===== src/mmd_pkg.sv =====
package mmd_pkg;

  // ==========================================================
  // Program space map
  localparam int unsigned PROG_BYTES_LARGE = 16384;
  localparam int unsigned PROG_BYTES_SMALL = 8192;
  localparam logic [15:0] FACTORY_BASE = 16'h3e00;
  localparam logic [15:0] FACTORY_LAST = 16'h3fff;
  localparam logic [15:0] PART_ID_ADDR = 16'h3ff9;
  localparam logic [15:0] SERIAL_FIRST = 16'h3ffc;
  localparam logic [15:0] SERIAL_LAST = 16'h3fff;
  localparam logic [7:0] BLANK_BYTE = 8'hff;
  localparam logic [7:0] PART_ID_DEFAULT = 8'h5a; // Arbitrary value

  // ==========================================================
  // Internal data space map
  localparam logic [7:0] DIRECT_RAM_TOP = 8'h7f;
  localparam logic [7:0] BIT_BYTE_BASE = 8'h20;
  localparam int unsigned BANK_LOW_POS = 3;
  localparam int unsigned BANK_HIGH_POS = 4;
  localparam logic [7:0] STACK_ADDR = 8'h81;
  localparam logic [7:0] STACK_RESET = 8'h07;
  localparam logic [7:0] MEM_CFG_ADDR = 8'h85;
  localparam int unsigned WINDOW_EN_POS = 6;
  localparam logic [7:0] MEM_CFG_FIXED = 8'h03;
  localparam logic [7:0] PAGE_REG_ADDR = 8'haa;
  localparam int unsigned PAGE_W = 3;
  localparam logic [PAGE_W-1:0] PAGE_RESET = 3'h0;

  // ==========================================================
  // External data space map
  localparam int unsigned XRAM_AW = 10;
  localparam logic [15:0] FIFO_FIRST = 16'h0400;
  localparam logic [15:0] FIFO_LAST = 16'h04ff;

  // ==========================================================
  // Types
  typedef enum logic [3:0] {
    OP_CODE, OP_DIRECT, OP_INDIRECT, OP_REG, OP_BIT,
    OP_PUSH, OP_POP, OP_XDATA16, OP_XDATA8
  } mmd_op_e;

  typedef enum logic [2:0] {
    TG_NONE, TG_CODE, TG_ID, TG_BLANK, TG_IRAM, TG_SFR, TG_LOCAL, TG_XRAM
  } mmd_tgt_e;

  typedef struct packed {
    mmd_op_e op;
    logic we;
    logic [15:0] addr;
    logic [7:0] wdata;
  } mmd_req_s;

  typedef struct packed {
    logic [7:0] rdata;
    logic factory;
    logic refused;
  } mmd_rsp_s;

  typedef struct packed {
    logic en;
    logic we;
    logic [15:0] addr;
    logic [7:0] wdata;
    logic [7:0] wmask;
  } mmd_mem_s;

  typedef struct packed {
    logic req;
    logic we;
    logic [7:0] addr;
    logic [7:0] wdata;
  } mmd_fifo_s;

endpackage


===== src/mmd_decoder.sv =====
// Notes on behaviour
// - Program store contiguous from address zero
// - Top 512 bytes reserved for factory data
// - Program memory is read only, byte reads
// - Part identity byte readable at 0x3FF9
// - Serial number bytes 0x3FFC-0x3FFF read normally
// - 256 internal bytes, lower half both modes
// - Above 0x7F: direct hits registers, indirect RAM
// - Four banks of eight, selected by status bits
// - Bit addresses below 0x80 map onto bytes 0x20-0x2F
// - Bit or byte access chosen by opcode
// - Push writes at pointer plus one, increments
// - Reset sets stack pointer to 0x07
// - 1024 external bytes by pointer or register
// - Eight-bit external moves take page register high
// - Window off: external RAM repeats every 0x0400
// - Page register three bits, rest read zero
// - Window on: 0x0400-0x04FF reach FIFO RAM
// - FIFO accesses take more cycles
// - Window enable is config bit 6, reset clear
`timescale 1ns/10ps
module mmd_decoder
  import mmd_pkg::*;
#(
  parameter int unsigned PROG_BYTES = PROG_BYTES_LARGE,
  parameter logic [7:0] PART_ID = PART_ID_DEFAULT // Arbitrary value
) (
  input wire logic mclk_i,
  input wire logic rst_i,
  input wire mmd_req_s req_i,
  input wire logic req_valid_i,
  output logic req_ready_o,
  output mmd_rsp_s rsp_o,
  output logic rsp_valid_o,
  input wire logic [7:0] program_status_word_i,
  output mmd_mem_s prog_o,
  input wire logic [7:0] prog_rdata_i,
  output mmd_mem_s iram_o,
  input wire logic [7:0] iram_rdata_i,
  output mmd_mem_s sfr_o,
  input wire logic [7:0] sfr_rdata_i,
  output mmd_mem_s xram_o,
  input wire logic [7:0] xram_rdata_i,
  output mmd_fifo_s fifo_o,
  input wire logic fifo_ack_i,
  input wire logic [7:0] fifo_rdata_i,
  output logic [7:0] stack_pointer_o,
  output logic [PAGE_W-1:0] xram_page_field_o,
  output logic fifo_window_enable_o
);

  typedef enum logic [2:0] {ST_IDLE, ST_ISSUE, ST_CAPTURE, ST_FIFO} mmd_state_e;

  mmd_state_e state, next_state;
  mmd_tgt_e tgt, next_tgt;
  mmd_mem_s cmd, next_cmd;
  logic bit_op, next_bit_op;
  logic [2:0] bit_pos, next_bit_pos;
  logic factory, next_factory;
  logic refused, next_refused;
  logic to_fifo, next_to_fifo;
  logic [7:0] stack_pointer, next_stack_pointer;
  logic [PAGE_W-1:0] xram_page_field, next_xram_page_field;
  logic fifo_window_enable, next_fifo_window_enable;
  mmd_rsp_s rsp, next_rsp;
  logic rsp_valid, next_rsp_valid;
  logic fifo_start;
  logic fifo_done;
  logic [7:0] fifo_rdata;
  logic [1:0] bank;
  logic [7:0] local_rdata;
  logic [7:0] pick;

  // Bank select straight from the core's status word
  assign bank = {program_status_word_i[BANK_HIGH_POS], program_status_word_i[BANK_LOW_POS]};

  // ==========================================================
  // Locally held special registers
  // Bits the block does not implement read back fixed, so software
  // read-modify-write sequences never disturb them.
  always_comb begin
    case (cmd.addr[7:0])
      STACK_ADDR: local_rdata = stack_pointer;
      MEM_CFG_ADDR: local_rdata = MEM_CFG_FIXED | (8'(fifo_window_enable) << WINDOW_EN_POS);
      PAGE_REG_ADDR: local_rdata = {5'h00, xram_page_field};
      default: local_rdata = 8'h00;
    endcase
  end

  // Data source for the answer, chosen by the target kept from decode
  always_comb begin
    case (tgt)
      TG_CODE: pick = prog_rdata_i;
      TG_ID: pick = PART_ID;
      TG_BLANK: pick = BLANK_BYTE;
      TG_IRAM: pick = iram_rdata_i;
      TG_SFR: pick = sfr_rdata_i;
      TG_LOCAL: pick = local_rdata;
      TG_XRAM: pick = xram_rdata_i;
      default: pick = 8'h00;
    endcase
  end

  // ==========================================================
  // Decode and sequencing
  always_comb begin
    logic [15:0] xaddr;
    logic [7:0] a8;
    xaddr = 16'h0000;
    a8 = 8'h00;
    next_state = state;
    next_tgt = tgt;
    next_cmd = cmd;
    next_bit_op = bit_op;
    next_bit_pos = bit_pos;
    next_factory = factory;
    next_refused = refused;
    next_to_fifo = to_fifo;
    next_stack_pointer = stack_pointer;
    next_xram_page_field = xram_page_field;
    next_fifo_window_enable = fifo_window_enable;
    next_rsp = rsp;
    next_rsp_valid = 1'b0;
    case (state)
      ST_IDLE: begin
        if (req_valid_i) begin
          next_state = ST_ISSUE;
          next_tgt = TG_NONE;
          next_cmd = '{en: 1'b1, we: req_i.we, addr: 16'h0000, wdata: req_i.wdata, wmask: 8'hff};
          next_bit_op = 1'b0;
          next_bit_pos = 3'h0;
          next_factory = 1'b0;
          next_refused = 1'b0;
          next_to_fifo = 1'b0;
          a8 = req_i.addr[7:0];
          case (req_i.op)
            OP_CODE: begin
              // No write path exists into program space
              if (req_i.we) begin
                next_refused = 1'b1;
              end else if (req_i.addr == PART_ID_ADDR) begin
                next_tgt = TG_ID;
                next_factory = 1'b1;
              end else if (req_i.addr >= FACTORY_BASE && req_i.addr <= FACTORY_LAST) begin
                next_tgt = TG_CODE;
                next_factory = 1'b1;
                next_cmd.addr = req_i.addr;
              end else if (32'(req_i.addr) < PROG_BYTES) begin
                next_tgt = TG_CODE;
                next_cmd.addr = req_i.addr;
              end else begin
                next_tgt = TG_BLANK;
              end
            end
            OP_DIRECT: begin
              next_cmd.addr = {8'h00, a8};
              if (a8 <= DIRECT_RAM_TOP) begin
                next_tgt = TG_IRAM;
              end else if (a8 == STACK_ADDR || a8 == MEM_CFG_ADDR || a8 == PAGE_REG_ADDR) begin
                next_tgt = TG_LOCAL;
              end else begin
                next_tgt = TG_SFR;
              end
            end
            OP_INDIRECT: begin
              next_tgt = TG_IRAM;
              next_cmd.addr = {8'h00, a8};
            end
            OP_REG: begin
              next_tgt = TG_IRAM;
              next_cmd.addr = {11'h000, bank, req_i.addr[2:0]};
            end
            OP_BIT: begin
              // Writes carry a one-bit mask so the array updates in place
              next_bit_op = 1'b1;
              next_bit_pos = a8[2:0];
              next_cmd.wmask = 8'h01 << a8[2:0];
              next_cmd.wdata = {8{req_i.wdata[0]}};
              if (!a8[7]) begin
                next_tgt = TG_IRAM;
                next_cmd.addr = {8'h00, BIT_BYTE_BASE + {4'h0, a8[6:3]}};
              end else begin
                next_tgt = TG_SFR;
                next_cmd.addr = {8'h00, a8[7:3], 3'h0};
              end
            end
            OP_PUSH: begin
              next_tgt = TG_IRAM;
              next_cmd.we = 1'b1;
              next_cmd.addr = {8'h00, stack_pointer + 8'h01};
              next_stack_pointer = stack_pointer + 8'h01;
            end
            OP_POP: begin
              next_tgt = TG_IRAM;
              next_cmd.we = 1'b0;
              next_cmd.addr = {8'h00, stack_pointer};
              next_stack_pointer = stack_pointer - 8'h01;
            end
            OP_XDATA16, OP_XDATA8: begin
              if (req_i.op == OP_XDATA8) begin
                xaddr = {5'h00, xram_page_field, a8};
              end else begin
                xaddr = req_i.addr;
              end
              if (fifo_window_enable && xaddr >= FIFO_FIRST && xaddr <= FIFO_LAST) begin
                next_to_fifo = 1'b1;
                next_cmd.addr = {8'h00, xaddr[7:0]};
              end else begin
                next_tgt = TG_XRAM;
                next_cmd.addr = {6'h00, xaddr[XRAM_AW-1:0]};
              end
            end
            default: begin
              next_refused = 1'b1;
            end
          endcase
        end
      end
      ST_ISSUE: begin
        // Local register writes land here; bits above the page field drop
        if (tgt == TG_LOCAL && cmd.we) begin
          case (cmd.addr[7:0])
            STACK_ADDR: next_stack_pointer = cmd.wdata;
            MEM_CFG_ADDR: next_fifo_window_enable = cmd.wdata[WINDOW_EN_POS];
            PAGE_REG_ADDR: next_xram_page_field = cmd.wdata[PAGE_W-1:0];
            default: next_stack_pointer = stack_pointer;
          endcase
        end
        next_state = to_fifo ? ST_FIFO : ST_CAPTURE;
      end
      ST_CAPTURE: begin
        next_rsp.rdata = bit_op ? {7'h00, pick[bit_pos]} : pick;
        next_rsp.factory = factory;
        next_rsp.refused = refused;
        next_rsp_valid = 1'b1;
        next_state = ST_IDLE;
      end
      ST_FIFO: begin
        // Core stays stalled until the crossed handshake closes
        if (fifo_done) begin
          next_rsp.rdata = fifo_rdata;
          next_rsp.factory = 1'b0;
          next_rsp.refused = 1'b0;
          next_rsp_valid = 1'b1;
          next_state = ST_IDLE;
        end
      end
      default: begin
        next_state = ST_IDLE;
      end
    endcase
  end

  always_ff @(posedge mclk_i or posedge rst_i) begin
    if (rst_i) begin
      state <= ST_IDLE;
      tgt <= TG_NONE;
      cmd <= '0;
      bit_op <= 1'b0;
      bit_pos <= 3'h0;
      factory <= 1'b0;
      refused <= 1'b0;
      to_fifo <= 1'b0;
      stack_pointer <= STACK_RESET;
      xram_page_field <= PAGE_RESET;
      fifo_window_enable <= 1'b0;
      rsp <= '0;
      rsp_valid <= 1'b0;
    end else begin
      state <= next_state;
      tgt <= next_tgt;
      cmd <= next_cmd;
      bit_op <= next_bit_op;
      bit_pos <= next_bit_pos;
      factory <= next_factory;
      refused <= next_refused;
      to_fifo <= next_to_fifo;
      stack_pointer <= next_stack_pointer;
      xram_page_field <= next_xram_page_field;
      fifo_window_enable <= next_fifo_window_enable;
      rsp <= next_rsp;
      rsp_valid <= next_rsp_valid;
    end
  end

  // ==========================================================
  // Array strobes
  // Strobes last exactly the issue cycle; arrays answer on the next edge.
  // Program space never sees a write strobe.
  always_comb begin
    prog_o = '0;
    iram_o = '0;
    sfr_o = '0;
    xram_o = '0;
    if (state == ST_ISSUE) begin
      case (tgt)
        TG_CODE: begin
          prog_o.en = 1'b1;
          prog_o.addr = cmd.addr;
        end
        TG_IRAM: iram_o = cmd;
        TG_SFR: sfr_o = cmd;
        TG_XRAM: xram_o = cmd;
        default: prog_o = '0;
      endcase
    end
  end

  assign fifo_start = (state == ST_ISSUE) && to_fifo;

  // FIFO RAM lives on the USB clock; a running clock is assumed there
  mmd_fifo_bridge u_fifo_bridge (
    .mclk_i(mclk_i),
    .rst_i(rst_i),
    .start_i(fifo_start),
    .we_i(cmd.we),
    .addr_i(cmd.addr[7:0]),
    .wdata_i(cmd.wdata),
    .fifo_o(fifo_o),
    .fifo_ack_i(fifo_ack_i),
    .fifo_rdata_i(fifo_rdata_i),
    .done_o(fifo_done),
    .rdata_o(fifo_rdata)
  );

  assign req_ready_o = (state == ST_IDLE);
  assign rsp_o = rsp;
  assign rsp_valid_o = rsp_valid;
  assign stack_pointer_o = stack_pointer;
  assign xram_page_field_o = xram_page_field;
  assign fifo_window_enable_o = fifo_window_enable;

endmodule


===== src/mmd_fifo_bridge.sv =====
`timescale 1ns/10ps
module mmd_fifo_bridge
  import mmd_pkg::*;
(
  input wire logic mclk_i,
  input wire logic rst_i,
  input wire logic start_i,
  input wire logic we_i,
  input wire logic [7:0] addr_i,
  input wire logic [7:0] wdata_i,
  output mmd_fifo_s fifo_o,
  input wire logic fifo_ack_i,
  input wire logic [7:0] fifo_rdata_i,
  output logic done_o,
  output logic [7:0] rdata_o
);

  typedef enum logic [1:0] {BR_IDLE, BR_WAIT_HIGH, BR_WAIT_LOW} mmd_br_e;

  mmd_br_e state, next_state;
  mmd_fifo_s cmd, next_cmd;
  logic [7:0] rdata, next_rdata;
  logic done, next_done;
  logic [2:0] ack_sync;
  logic ack_high, ack_low;

  // ==========================================================
  // Acknowledge crossing
  // The acknowledge toggles on the USB clock; three stages, and a change
  // is only believed once the last two stages agree.
  always_ff @(posedge mclk_i or posedge rst_i) begin
    if (rst_i) begin
      ack_sync <= 3'h0;
    end else begin
      ack_sync <= {ack_sync[1:0], fifo_ack_i};
    end
  end

  assign ack_high = ack_sync[1] & ack_sync[2];
  assign ack_low = ~ack_sync[1] & ~ack_sync[2];

  // ==========================================================
  // Four-phase handshake
  // Address and data stay frozen while req is high, so the far side may
  // sample them at any USB edge. Read data is taken only after the
  // acknowledge has crossed, when the far side holds it still.
  always_comb begin
    next_state = state;
    next_cmd = cmd;
    next_rdata = rdata;
    next_done = 1'b0;
    case (state)
      BR_IDLE: begin
        if (start_i) begin
          next_cmd = '{req: 1'b1, we: we_i, addr: addr_i, wdata: wdata_i};
          next_state = BR_WAIT_HIGH;
        end
      end
      BR_WAIT_HIGH: begin
        if (ack_high) begin
          next_rdata = fifo_rdata_i;
          next_cmd.req = 1'b0;
          next_state = BR_WAIT_LOW;
        end
      end
      BR_WAIT_LOW: begin
        if (ack_low) begin
          next_done = 1'b1;
          next_state = BR_IDLE;
        end
      end
      default: begin
        next_state = BR_IDLE;
      end
    endcase
  end

  always_ff @(posedge mclk_i or posedge rst_i) begin
    if (rst_i) begin
      state <= BR_IDLE;
      cmd <= '0;
      rdata <= 8'h00;
      done <= 1'b0;
    end else begin
      state <= next_state;
      cmd <= next_cmd;
      rdata <= next_rdata;
      done <= next_done;
    end
  end

  assign fifo_o = cmd;
  assign done_o = done;
  assign rdata_o = rdata;

endmodule


===== config.mk =====
export PLATFORM = sky130hd
export DESIGN_NAME = mmd_decoder
export DESIGN_NICKNAME = d
export VERILOG_FILES = /design/src/mmd_pkg.sv /design/src/mmd_decoder.sv /design/src/mmd_fifo_bridge.sv
export SDC_FILE = /design/constraint.sdc
export NUM_CORES = 1
export LEC_CHECK = 0
export BUFFER_PORTS_ARGS = -buffer_cell sky130_fd_sc_hd__clkbuf_2
export CORE_AREA = 2 2 138 140
export CTS_CLUSTER_SIZE = 25
export DETAILED_ROUTE_END_ITERATION = 8
export DIE_AREA = 0 0 140 142
export MAX_ROUTING_LAYER = met4
export PLACE_DENSITY = 0.56
export SLEW_MARGIN = 40
export SYNTH_ARGS = -nofsm -noshare
export SYNTH_HDL_FRONTEND = slang
export SYNTH_HIERARCHICAL = 1
export SYNTH_SLANG_ARGS = --single-unit
export TNS_END_PERCENT = 5

===== constraint.sdc =====
create_clock -name mclk_i -period 4.4 [get_ports mclk_i]
set_clock_uncertainty 0.2 [all_clocks]
set_input_delay 0.66 -clock mclk_i [delete_from_list [all_inputs] [get_ports mclk_i]]
set_output_delay 0.66 -clock mclk_i [all_outputs]
set_load 0.01 [all_outputs]

==> results of run 1 <==
cells in the mapped netlist, drive strengths merged, types with 5 or more instances:
library cell | n | area share
o21ai | 41 | 0.033
a22o | 16 | 0.022
nor3 | 11 | 0.010
buf | 27 | 0.029
xnor2 | 6 | 0.0083
mux2 | 34 | 0.061
and2 | 8 | 0.0079
o211ai | 6 | 0.0087
nor2 | 167 | 0.10
nand3 | 12 | 0.0095
dfrtp | 98 | 0.39
nand2b | 11 | 0.011
a31oi | 14 | 0.014
mux2i | 6 | 0.0095
a21o | 5 | 0.0060
inv | 13 | 0.0077
nor3b | 5 | 0.0077
nand2 | 110 | 0.066
o21a | 9 | 0.011
a221o | 9 | 0.014
clkbuf | 44 | 0.026
nor2b | 12 | 0.012
a22oi | 10 | 0.012
a21oi | 28 | 0.024
worst max-delay path: stages, from the launching register on:
cell,delay [ns]
dfrtp_1,0.65
nor2b_4,0.55
buf_4,0.44
nand2_1,0.22
nor2_1,0.16
clkbuf_2,0.14
layout make-up:
cell class | instances | share of cell area
multi-input cells | 602 | 0.437
well taps | 234 | 0.0372
inverters | 13 | 0.00620
flip-flops and latches | 101 | 0.322
clock buffers | 10 | 0.0304
repair buffers | 247 | 0.161
clock inverters | 6 | 0.00588
per-layer routing:
metal | vias up | part of all wire | track usage
met5 | - | 0 | -
met4 | 0 | 0.016 | 0.0526
met3 | 23 | 0.067 | 0.0397
met2 | 248 | 0.48 | 0.360
met1 | 2993 | 0.44 | 0.295
li1 | 3045 | - | -
layout by cell type (no fill, tap or decap), types with 10 or more instances in the layout:
cell type / n
a21oi_1: 27
a22o_1: 16
a22oi_1: 10
a31oi_1: 14
buf_4: 11
clkbuf_2: 235
conb_1: 17
dfrtp_1: 98
inv_1: 12
mux2_2: 34
nand2_1: 108
nand2b_1: 11
nand3_1: 12
nor2_1: 167
nor2b_1: 11
o21ai_0: 31
o21ai_1: 10
state kept, by name (all words and copies together) (netlist names):
signal                  flops
rsp_valid_o                 1
rsp_o                      10
bit_op                      1
to_fifo                     1
factory                     1
state                       2
cmd                        34
refused                     1
u_fifo_bridge/state         2
fifo_window_enable_o        1
bit_pos                     3
stack_pointer_o             8
u_fifo_bridge/done_o        1
tgt                         3
u_fifo_bridge/rdata_o       8
u_fifo_bridge/ack_sync      3
u_fifo_bridge/fifo_o       18
xram_page_field_o           3
power breakdown:
part | switching [mW] | internal [mW] | leakage (nW)
registers | 0.363 | 1.14 | 1.32
logic | 0.839 | 0.504 | 2.29
clock network | 0.371 | 0.402 | 0.135
path summary, 6_finish.rpt:
| check | startpoint | to | slack (ns) | depth (start not counted) |
|---|---|---|---|---|
| min in group asynchronous | rst_i | u_fifo_bridge/rdata_o[5] | 0.18 | 2 |
| min | u_fifo_bridge/ack_sync[0] | u_fifo_bridge/ack_sync[1] | 0.14 | 0 |
| max reg2reg | tgt[0] | rsp_o[2] | 1.34 | 7 |
| min reg2reg | u_fifo_bridge/ack_sync[0] | u_fifo_bridge/ack_sync[1] | 0.14 | 0 |
| max in group asynchronous | rst_i | u_fifo_bridge/fifo_o[5] | 3.14 | 3 |
| max | state[0] | sfr_o[12] | 1.01 | 5 |
kinds of logic (layout without fill, tap and decap cells):
logic type / count (synthesis) / count (layout) / synth area share
buf+inv: 84 / 276 / 0.0634
compound gates: 169 / 169 / 0.187
simple gates: 366 / 366 / 0.262
fa+ha+maj: 2 / 2 / 0.00397
mux: 40 / 40 / 0.0703
xor+xnor: 8 / 8 / 0.0111
other cells: 1 / 17 / 0.000595
flops: 101 / 101 / 0.402
per-stage QoR:
step / util / total power, mW
5_1_grt: 0.426 / 3.87
2_1_floorplan: - / 2.34
4_1_cts: 0.426 / 3.64
3_3_place_gp: 0.410 / 2.84
3_5_place_dp: 0.411 / 2.86
6_report: 0.426 / 3.62
==> impl_metrics.toml, run 1 <==
[status]
status = "complete, but fails checks"
violations = "design-rule violations"

[timing]
max_slew_margin = 0.474
tightest_slew_ns = 0.789
setup_ws_ns = 1.01
fmax_ghz = 0.295
fin_setup_tns_ns = 0
slew_viol_final = 0
period_needed_ns = 3.39
holdWs_ns = 0.143
hold_violations = 0
grt_setup_unrepaired = "false"
setup_viol_count_final = 0
period_share = 0.770

[clocking]
clock-root-buffer = "clkbuf_16"
clock_path_buffers = 2
worstSkewPairLatency_ns = 0.36
cts.clk_slew.worst_paths_ns = 0.07
cts_buffers = 9
cts.sinks = 101
post_cts_buffers = 0
cts_tree = "done"
ctsHoldBuffers = 0
htreeDepth = 3
cts_resized = 0

[final_layout]
drive_above_1_share = 0.321
stdcell_area_um2 = 7870
fillers = 1904
final_net_count = 1057
register_area_um2 = 2530
diodes = 0
final_cells = 1213
area_growth_pct = 24.9
multi_input_area_um2 = 3440

[die]
start_util = 0.341
die_height_um = 142
die_area_um2 = 19900
ioPinCount = 259
die_width_um = 140
core_area_um2 = 18500
num_rows = 50

[worst_setup_path]
worstSetupPathType = "flop to primary output"
crit_arrival_ns = 2.53
required_ns = 3.54
crit_fanout = 34
cp-end-kind = "primary output"
crit_path_start_kind = "flop"

[placed_design]
pre_cts_ws_ns = 1.35
placed_area_um2 = 7580
hpwlAfterDp_um = 16600
dpl.cell_count = 1197
numPortBuffers = 235
gp_congestion = 0.919

[global_routing]
grt_max_degree = 70
grt_pass1_wl_um = 33300
grt_pass1_vias = 5803
antenna_found_initial = 0
track_usage = 0.223
overflow = 0

[detailed_routing]
detail_route.wirelength_um = 21600
vias = 6309
vias_per_cell = 5.20
drc = 19
drtIter0Drc = 583
ant_nets = 0
dr.pass1.iters = 9
routedWlPerCell_um = 17.8

[synth]
ys_ff_latch = 101
synth-seq-area-share = 0.402
ys_warn_count = 6
ys.flop_type = "dfrtp_1"
syn-instance-count = 771
async_flop_share = 1.00
synth.distinct_cells = 73
synth_edf_count = 0
netlist_area_um2 = 6300
synth_area_per_cell_um2 = 8.17

[power]
power.leakage_nw = 3.75
ir_worst_vdd_v = 0.000210
cellPowerDensity_nw_per_um2 = 460

[job]
cap_violations = 0

[min_path]
min_path_type = "flop to flop"
No activity file was read; power rests on OpenSTA's default activity.
==> run 2: changes to the inputs <==
PLACE_DENSITY = 0.59   (was 0.56)
clock period = 2.91 ns   (was 4.4 ns; I/O delays follow)
==> impl_metrics.toml, run 2 (synthesized netlist as in run 1, its figures left out) <==
[detailed_routing]
vias = 6302
dr.pass1.iters = 9
route.met3.wl_um = 1370
wl_met1_um = 9670
drc = 20
highest_layer = "met4"
ant_nets = 0
drtIter0Drc = 412
detail_route.wirelength_um = 21500
routedWlPerCell_um = 17.4
vias_per_cell = 5.10
wl_met2_um = 10100

[final_layout]
drive_above_1_share = 0.337
register_area_um2 = 2530
final_net_count = 1079
top_register = "cmd"
largest_reg_flops = 34
multi_input_area_um2 = 3450
final_cell_mix = "clkbuf_2 (235), nor2_1 (167), nand2_1 (107)"
layout_commonest_cell = "clkbuf_2"
diodes = 0
fillers = 1890
area_growth_pct = 27.8

[job]
cap_violations = 0

[timing]
grt_setup_unrepaired = "false"
fmax_ghz = 0.363
max_slew_margin = 0.645
hold_violations = 0
setup_viol_count_final = 0
tightest_slew_ns = 0.531
period_needed_ns = 2.76
slew_viol_final = 0
fin_setup_tns_ns = 0
holdWs_ns = 0.122
period_share = 0.947
setup_ws_ns = 0.154

[die]
die_height_um = 142
start_util = 0.341
core_area_um2 = 18500
num_rows = 50
die_area_um2 = 19900
ioPinCount = 259
die_width_um = 140

[placed_design]
gp_congestion = 0.924
numPortBuffers = 235
hpwlAfterDp_um = 16800
pre_cts_ws_ns = 0.251

[worst_setup_path]
required_ns = 2.27
crit_fanout = 11
worstSetupPathType = "flop to primary output"
critical_path.endpoint = "prog_o[16]"
r2r_cells = 6
cp-end-kind = "primary output"
crit_arrival_ns = 2.12
reg2reg_slack_ns = 0.21
crit_path_start_kind = "flop"
setup.worst_path.start = "tgt[2]"
timing.rr.end = "stack_pointer_o[5]"
r2r-start = "cmd[19]"

[clocking]
cts_tree = "done"
worstSkewPairLatency_ns = 0.35
clock-root-buffer = "clkbuf_16"
cts.clk_slew.worst_paths_ns = 0.07
htreeDepth = 3
clock_path_buffers = 2
cts.sinks = 101
cts_buffers = 9

[power]
ir_worst_vdd_v = 0.000320
power.leakage_nw = 3.87
cellPowerDensity_nw_per_um2 = 689

[global_routing]
track_usage = 0.225
grt_max_degree = 53
antenna_found_initial = 0
overflow = 0
grt_pass1_wl_um = 33800
grt_pass1_vias = 6010

[status]
violations = "design-rule violations"
status = "complete, but fails checks"

[min_path]
min_path_type = "input pin to flop"
==> run 2: worst min path at each step <==
stage / start / slack (ns) / depth (start not counted) / to
floorplan: u_fifo_bridge/ack_sync[0] / 0.13 / 0 / u_fifo_bridge/ack_sync[1]
global placement: u_fifo_bridge/ack_sync[0] / 0.13 / 0 / u_fifo_bridge/ack_sync[1]
detailed placement: u_fifo_bridge/ack_sync[0] / 0.14 / 0 / u_fifo_bridge/ack_sync[1]
CTS: fifo_rdata_i[1] / 0.10 / 2 / u_fifo_bridge/rdata_o[1]
global route: fifo_rdata_i[3] / 0.12 / 2 / u_fifo_bridge/rdata_o[3]
finish: fifo_rdata_i[1] / 0.12 / 2 / u_fifo_bridge/rdata_o[1]
==> run 2: area by class of cell <==
class,count,share of cell area
Clock buffer,10,0.0284
Inverter,13,0.00606
Sequential cell,101,0.315
Timing Repair Buffer,269,0.182
Clock inverter,6,0.00497
Tap cell,234,0.0364
Multi-Input combinational cell,602,0.428
==> run 2: repair_timing <==
action	4_1_cts	5_1_grt
endpoints found under the hold margin	13	0
hold buffers	2	0
buffers inserted	0	0
gates resized for setup	1	4
gates cloned	0	0
setup endpoints to repair	3	81
==> run 2: metal layers <==
| metal | vias up | global-route usage |
|---|---|---|
| met5 | - | - |
| met4 | 0 | 0.0665 |
| met3 | 31 | 0.0458 |
| met2 | 230 | 0.358 |
| met1 | 2947 | 0.292 |
| li1 | 3094 | - |
==> run 2: critical path, stage by stage, from the launching register on <==
cell and delay [ns]:
dfrtp_2 0.48, buf_4 0.18, nand2b_1 0.20, or2_2 0.42, buf_4 0.23, nor2_1 0.12, clkbuf_2 0.15
==> run 2: stage by stage <==
step	total power [mW]	instance area [µm²]	std cells	utilization
finish	5.55	8050	1235	0.436
global route	5.98	8050	1235	0.436
CTS	5.58	8040	1235	0.436
detailed placement	4.44	7750	1217	0.420
global placement	4.41	7750	1217	0.420
floorplan	3.54	6360	787	-
==> run 2: power by group <==
| group | switching (mW) | total, mW | internal [mW] |
|---|---|---|---|
| Sequential | 0.457 | 2.18 | 1.73 |
| Combinational | 1.37 | 2.24 | 0.872 |
| Clock | 0.544 | 1.12 | 0.581 |
==> run 3: changes to the inputs <==
CAP_MARGIN = 20   (was unset)
CTS_BUF_LIST = sky130_fd_sc_hd__clkbuf_8   (was unset)
REMOVE_ABC_BUFFERS = 1   (was unset)
==> impl_metrics.toml, run 3 (synthesized netlist as in run 1, its figures left out) <==
[global_routing]
grt_pass1_wl_um = 33200
grt_pass1_vias = 5913
track_usage = 0.221
antenna_found_initial = 0
overflow = 0
grt_max_degree = 53

[power]
cellPowerDensity_nw_per_um2 = 683
ir_worst_vdd_v = 0.000273
swShare = 0.431
seq_power_share = 0.397
power.leakage_nw = 3.86
pwr-share-clk = 0.185
combinationalPowerShare = 0.418
intPower_mw = 3.12
p_sw_mw = 2.37

[timing]
max_slew_margin = 0.582
tightest_slew_ns = 0.627
period_share = 0.948
fmax_ghz = 0.362
period_needed_ns = 2.76
fin_setup_tns_ns = 0
slew_viol_final = 0
hold_violations = 0
setup_viol_count_final = 0
grt_setup_unrepaired = "false"

[die]
die_area_um2 = 19900
start_util = 0.341
core_area_um2 = 18500
die_width_um = 140
die_height_um = 142
num_rows = 50
ioPinCount = 259

[detailed_routing]
ant_nets = 0
detail_route.wirelength_um = 21400
drtIter0Drc = 481
vias = 6264
vias_per_cell = 5.07
dr.pass1.iters = 9
drc = 13
routedWlPerCell_um = 17.3

[job]
cap_violations = 0

[worst_setup_path]
crit_path_start_kind = "flop"
crit_family = "simple AND/OR/NAND/NOR gates"
worstSetupPathType = "flop to primary output"
worstPathCellList = "nand2b_1, or2_2, nor3_1, clkbuf_2"
crit_fanout = 17
slowest_delay_ns = 0.52
cp_slowest_cell = "or2_2"
crit_buf_inv = 1
crit_arrival_ns = 2.12
cp-end-kind = "primary output"
required_ns = 2.27

[placed_design]
gp_congestion = 0.935
hpwlAfterDp_um = 16500
numPortBuffers = 235
dpl.cell_count = 1218

[final_layout]
largest_reg_flops = 34
layout_commonest_cell = "clkbuf_2"
final_cells = 1236
final_net_count = 1080
diodes = 0
top_register = "cmd"
fillers = 1913
drive_above_1_share = 0.336
final_cell_mix = "clkbuf_2 (235), nor2_1 (167), nand2_1 (108)"
area_growth_pct = 27.6

[clocking]
cts_buffers = 9
cts_tree = "done"
clock-root-buffer = "clkbuf_8"
worstSkewPairLatency_ns = 0.38
cts.clk_slew.worst_paths_ns = 0.11
cts.sinks = 101
post_cts_buffers = 0
htreeDepth = 3
clock_path_buffers = 2

[status]
violations = "design-rule violations"
status = "complete, but fails checks"

[min_path]
min_path_type = "input pin to flop"
## run 3: repair_timing
action | CTS | global route
gates resized for setup | 1 | 3
endpoints found under the hold margin | 30 | 0
endpoints found under the setup margin | 30 | 37
hold buffers | 2 | 0
## run 3: final cells by class
| cell class | count | area, µm² | area share |
|---|---|---|---|
| inverters | 13 | 48.8 | 0.00607 |
| repair buffers | 270 | 1500 | 0.186 |
| flip-flops and latches | 101 | 2530 | 0.315 |
| well taps | 234 | 293 | 0.0364 |
| multi-input cells | 602 | 3440 | 0.428 |
| clock inverters | 7 | 98.8 | 0.0123 |
| clock buffers | 9 | 124 | 0.0154 |
## run 3: final timing paths
kind	startpoint	to	slack [ns]	cells past startpoint
worst max-delay path	tgt[2]	prog_o[33]	0.15	4
worst min register to register	u_fifo_bridge/ack_sync[0]	u_fifo_bridge/ack_sync[1]	0.17	0
worst min-delay path	fifo_rdata_i[1]	u_fifo_bridge/rdata_o[1]	0.08	2
min in group asynchronous	rst_i	u_fifo_bridge/fifo_o[0]	0.34	3
max in group asynchronous	rst_i	tgt[0]	1.35	4
worst max register to register	cmd[19]	stack_pointer_o[3]	0.28	6
## run 3: metal layers
metal,vias up,wire [µm],global-route usage
met5,-,0,-
met4,0,437,0.0574
met3,25,1110,0.0410
met2,218,10300,0.361
met1,2932,9550,0.285
li1,3089,-,-
## run 3: worst register-to-register path, cell delays in order, from the launching register on
cell	delay (ns)
dfrtp_1	0.48
nor4b_2	0.49
nand3_1	0.11
or4_1	0.47
a21oi_4	0.41
o21ai_1	0.13
a22o_1	0.24
## run 3: metrics by stage
| step | instance area (µm²) | util | setup WS [ns] | hold WS [ns] | power, mW |
|---|---|---|---|---|---|
| after global routing | 8040 | 0.436 | 0.0307 | 0.0528 | 5.87 |
| after CTS | 8030 | 0.435 | 0.0164 | 0.0605 | 5.53 |
| after global placement | 7790 | 0.422 | 0.292 | 0.141 | 4.48 |
| final | 8040 | 0.436 | 0.150 | 0.0779 | 5.49 |
| after detailed placement | 7790 | 0.422 | 0.287 | 0.146 | 4.51 |
| after floorplan | 6010 | - | -1.08 | 0.131 | 3.40 |
## run 3: power groups by stage
stage	Sequential [mW]	Clock (mW)	Combinational (mW)
3_5_place_dp	2.21	0	2.30
2_1_floorplan	2.13	0	1.27
5_1_grt	2.23	1.10	2.54
3_3_place_gp	2.20	0	2.28
6_report	2.18	1.01	2.30
4_1_cts	2.18	1.05	2.31
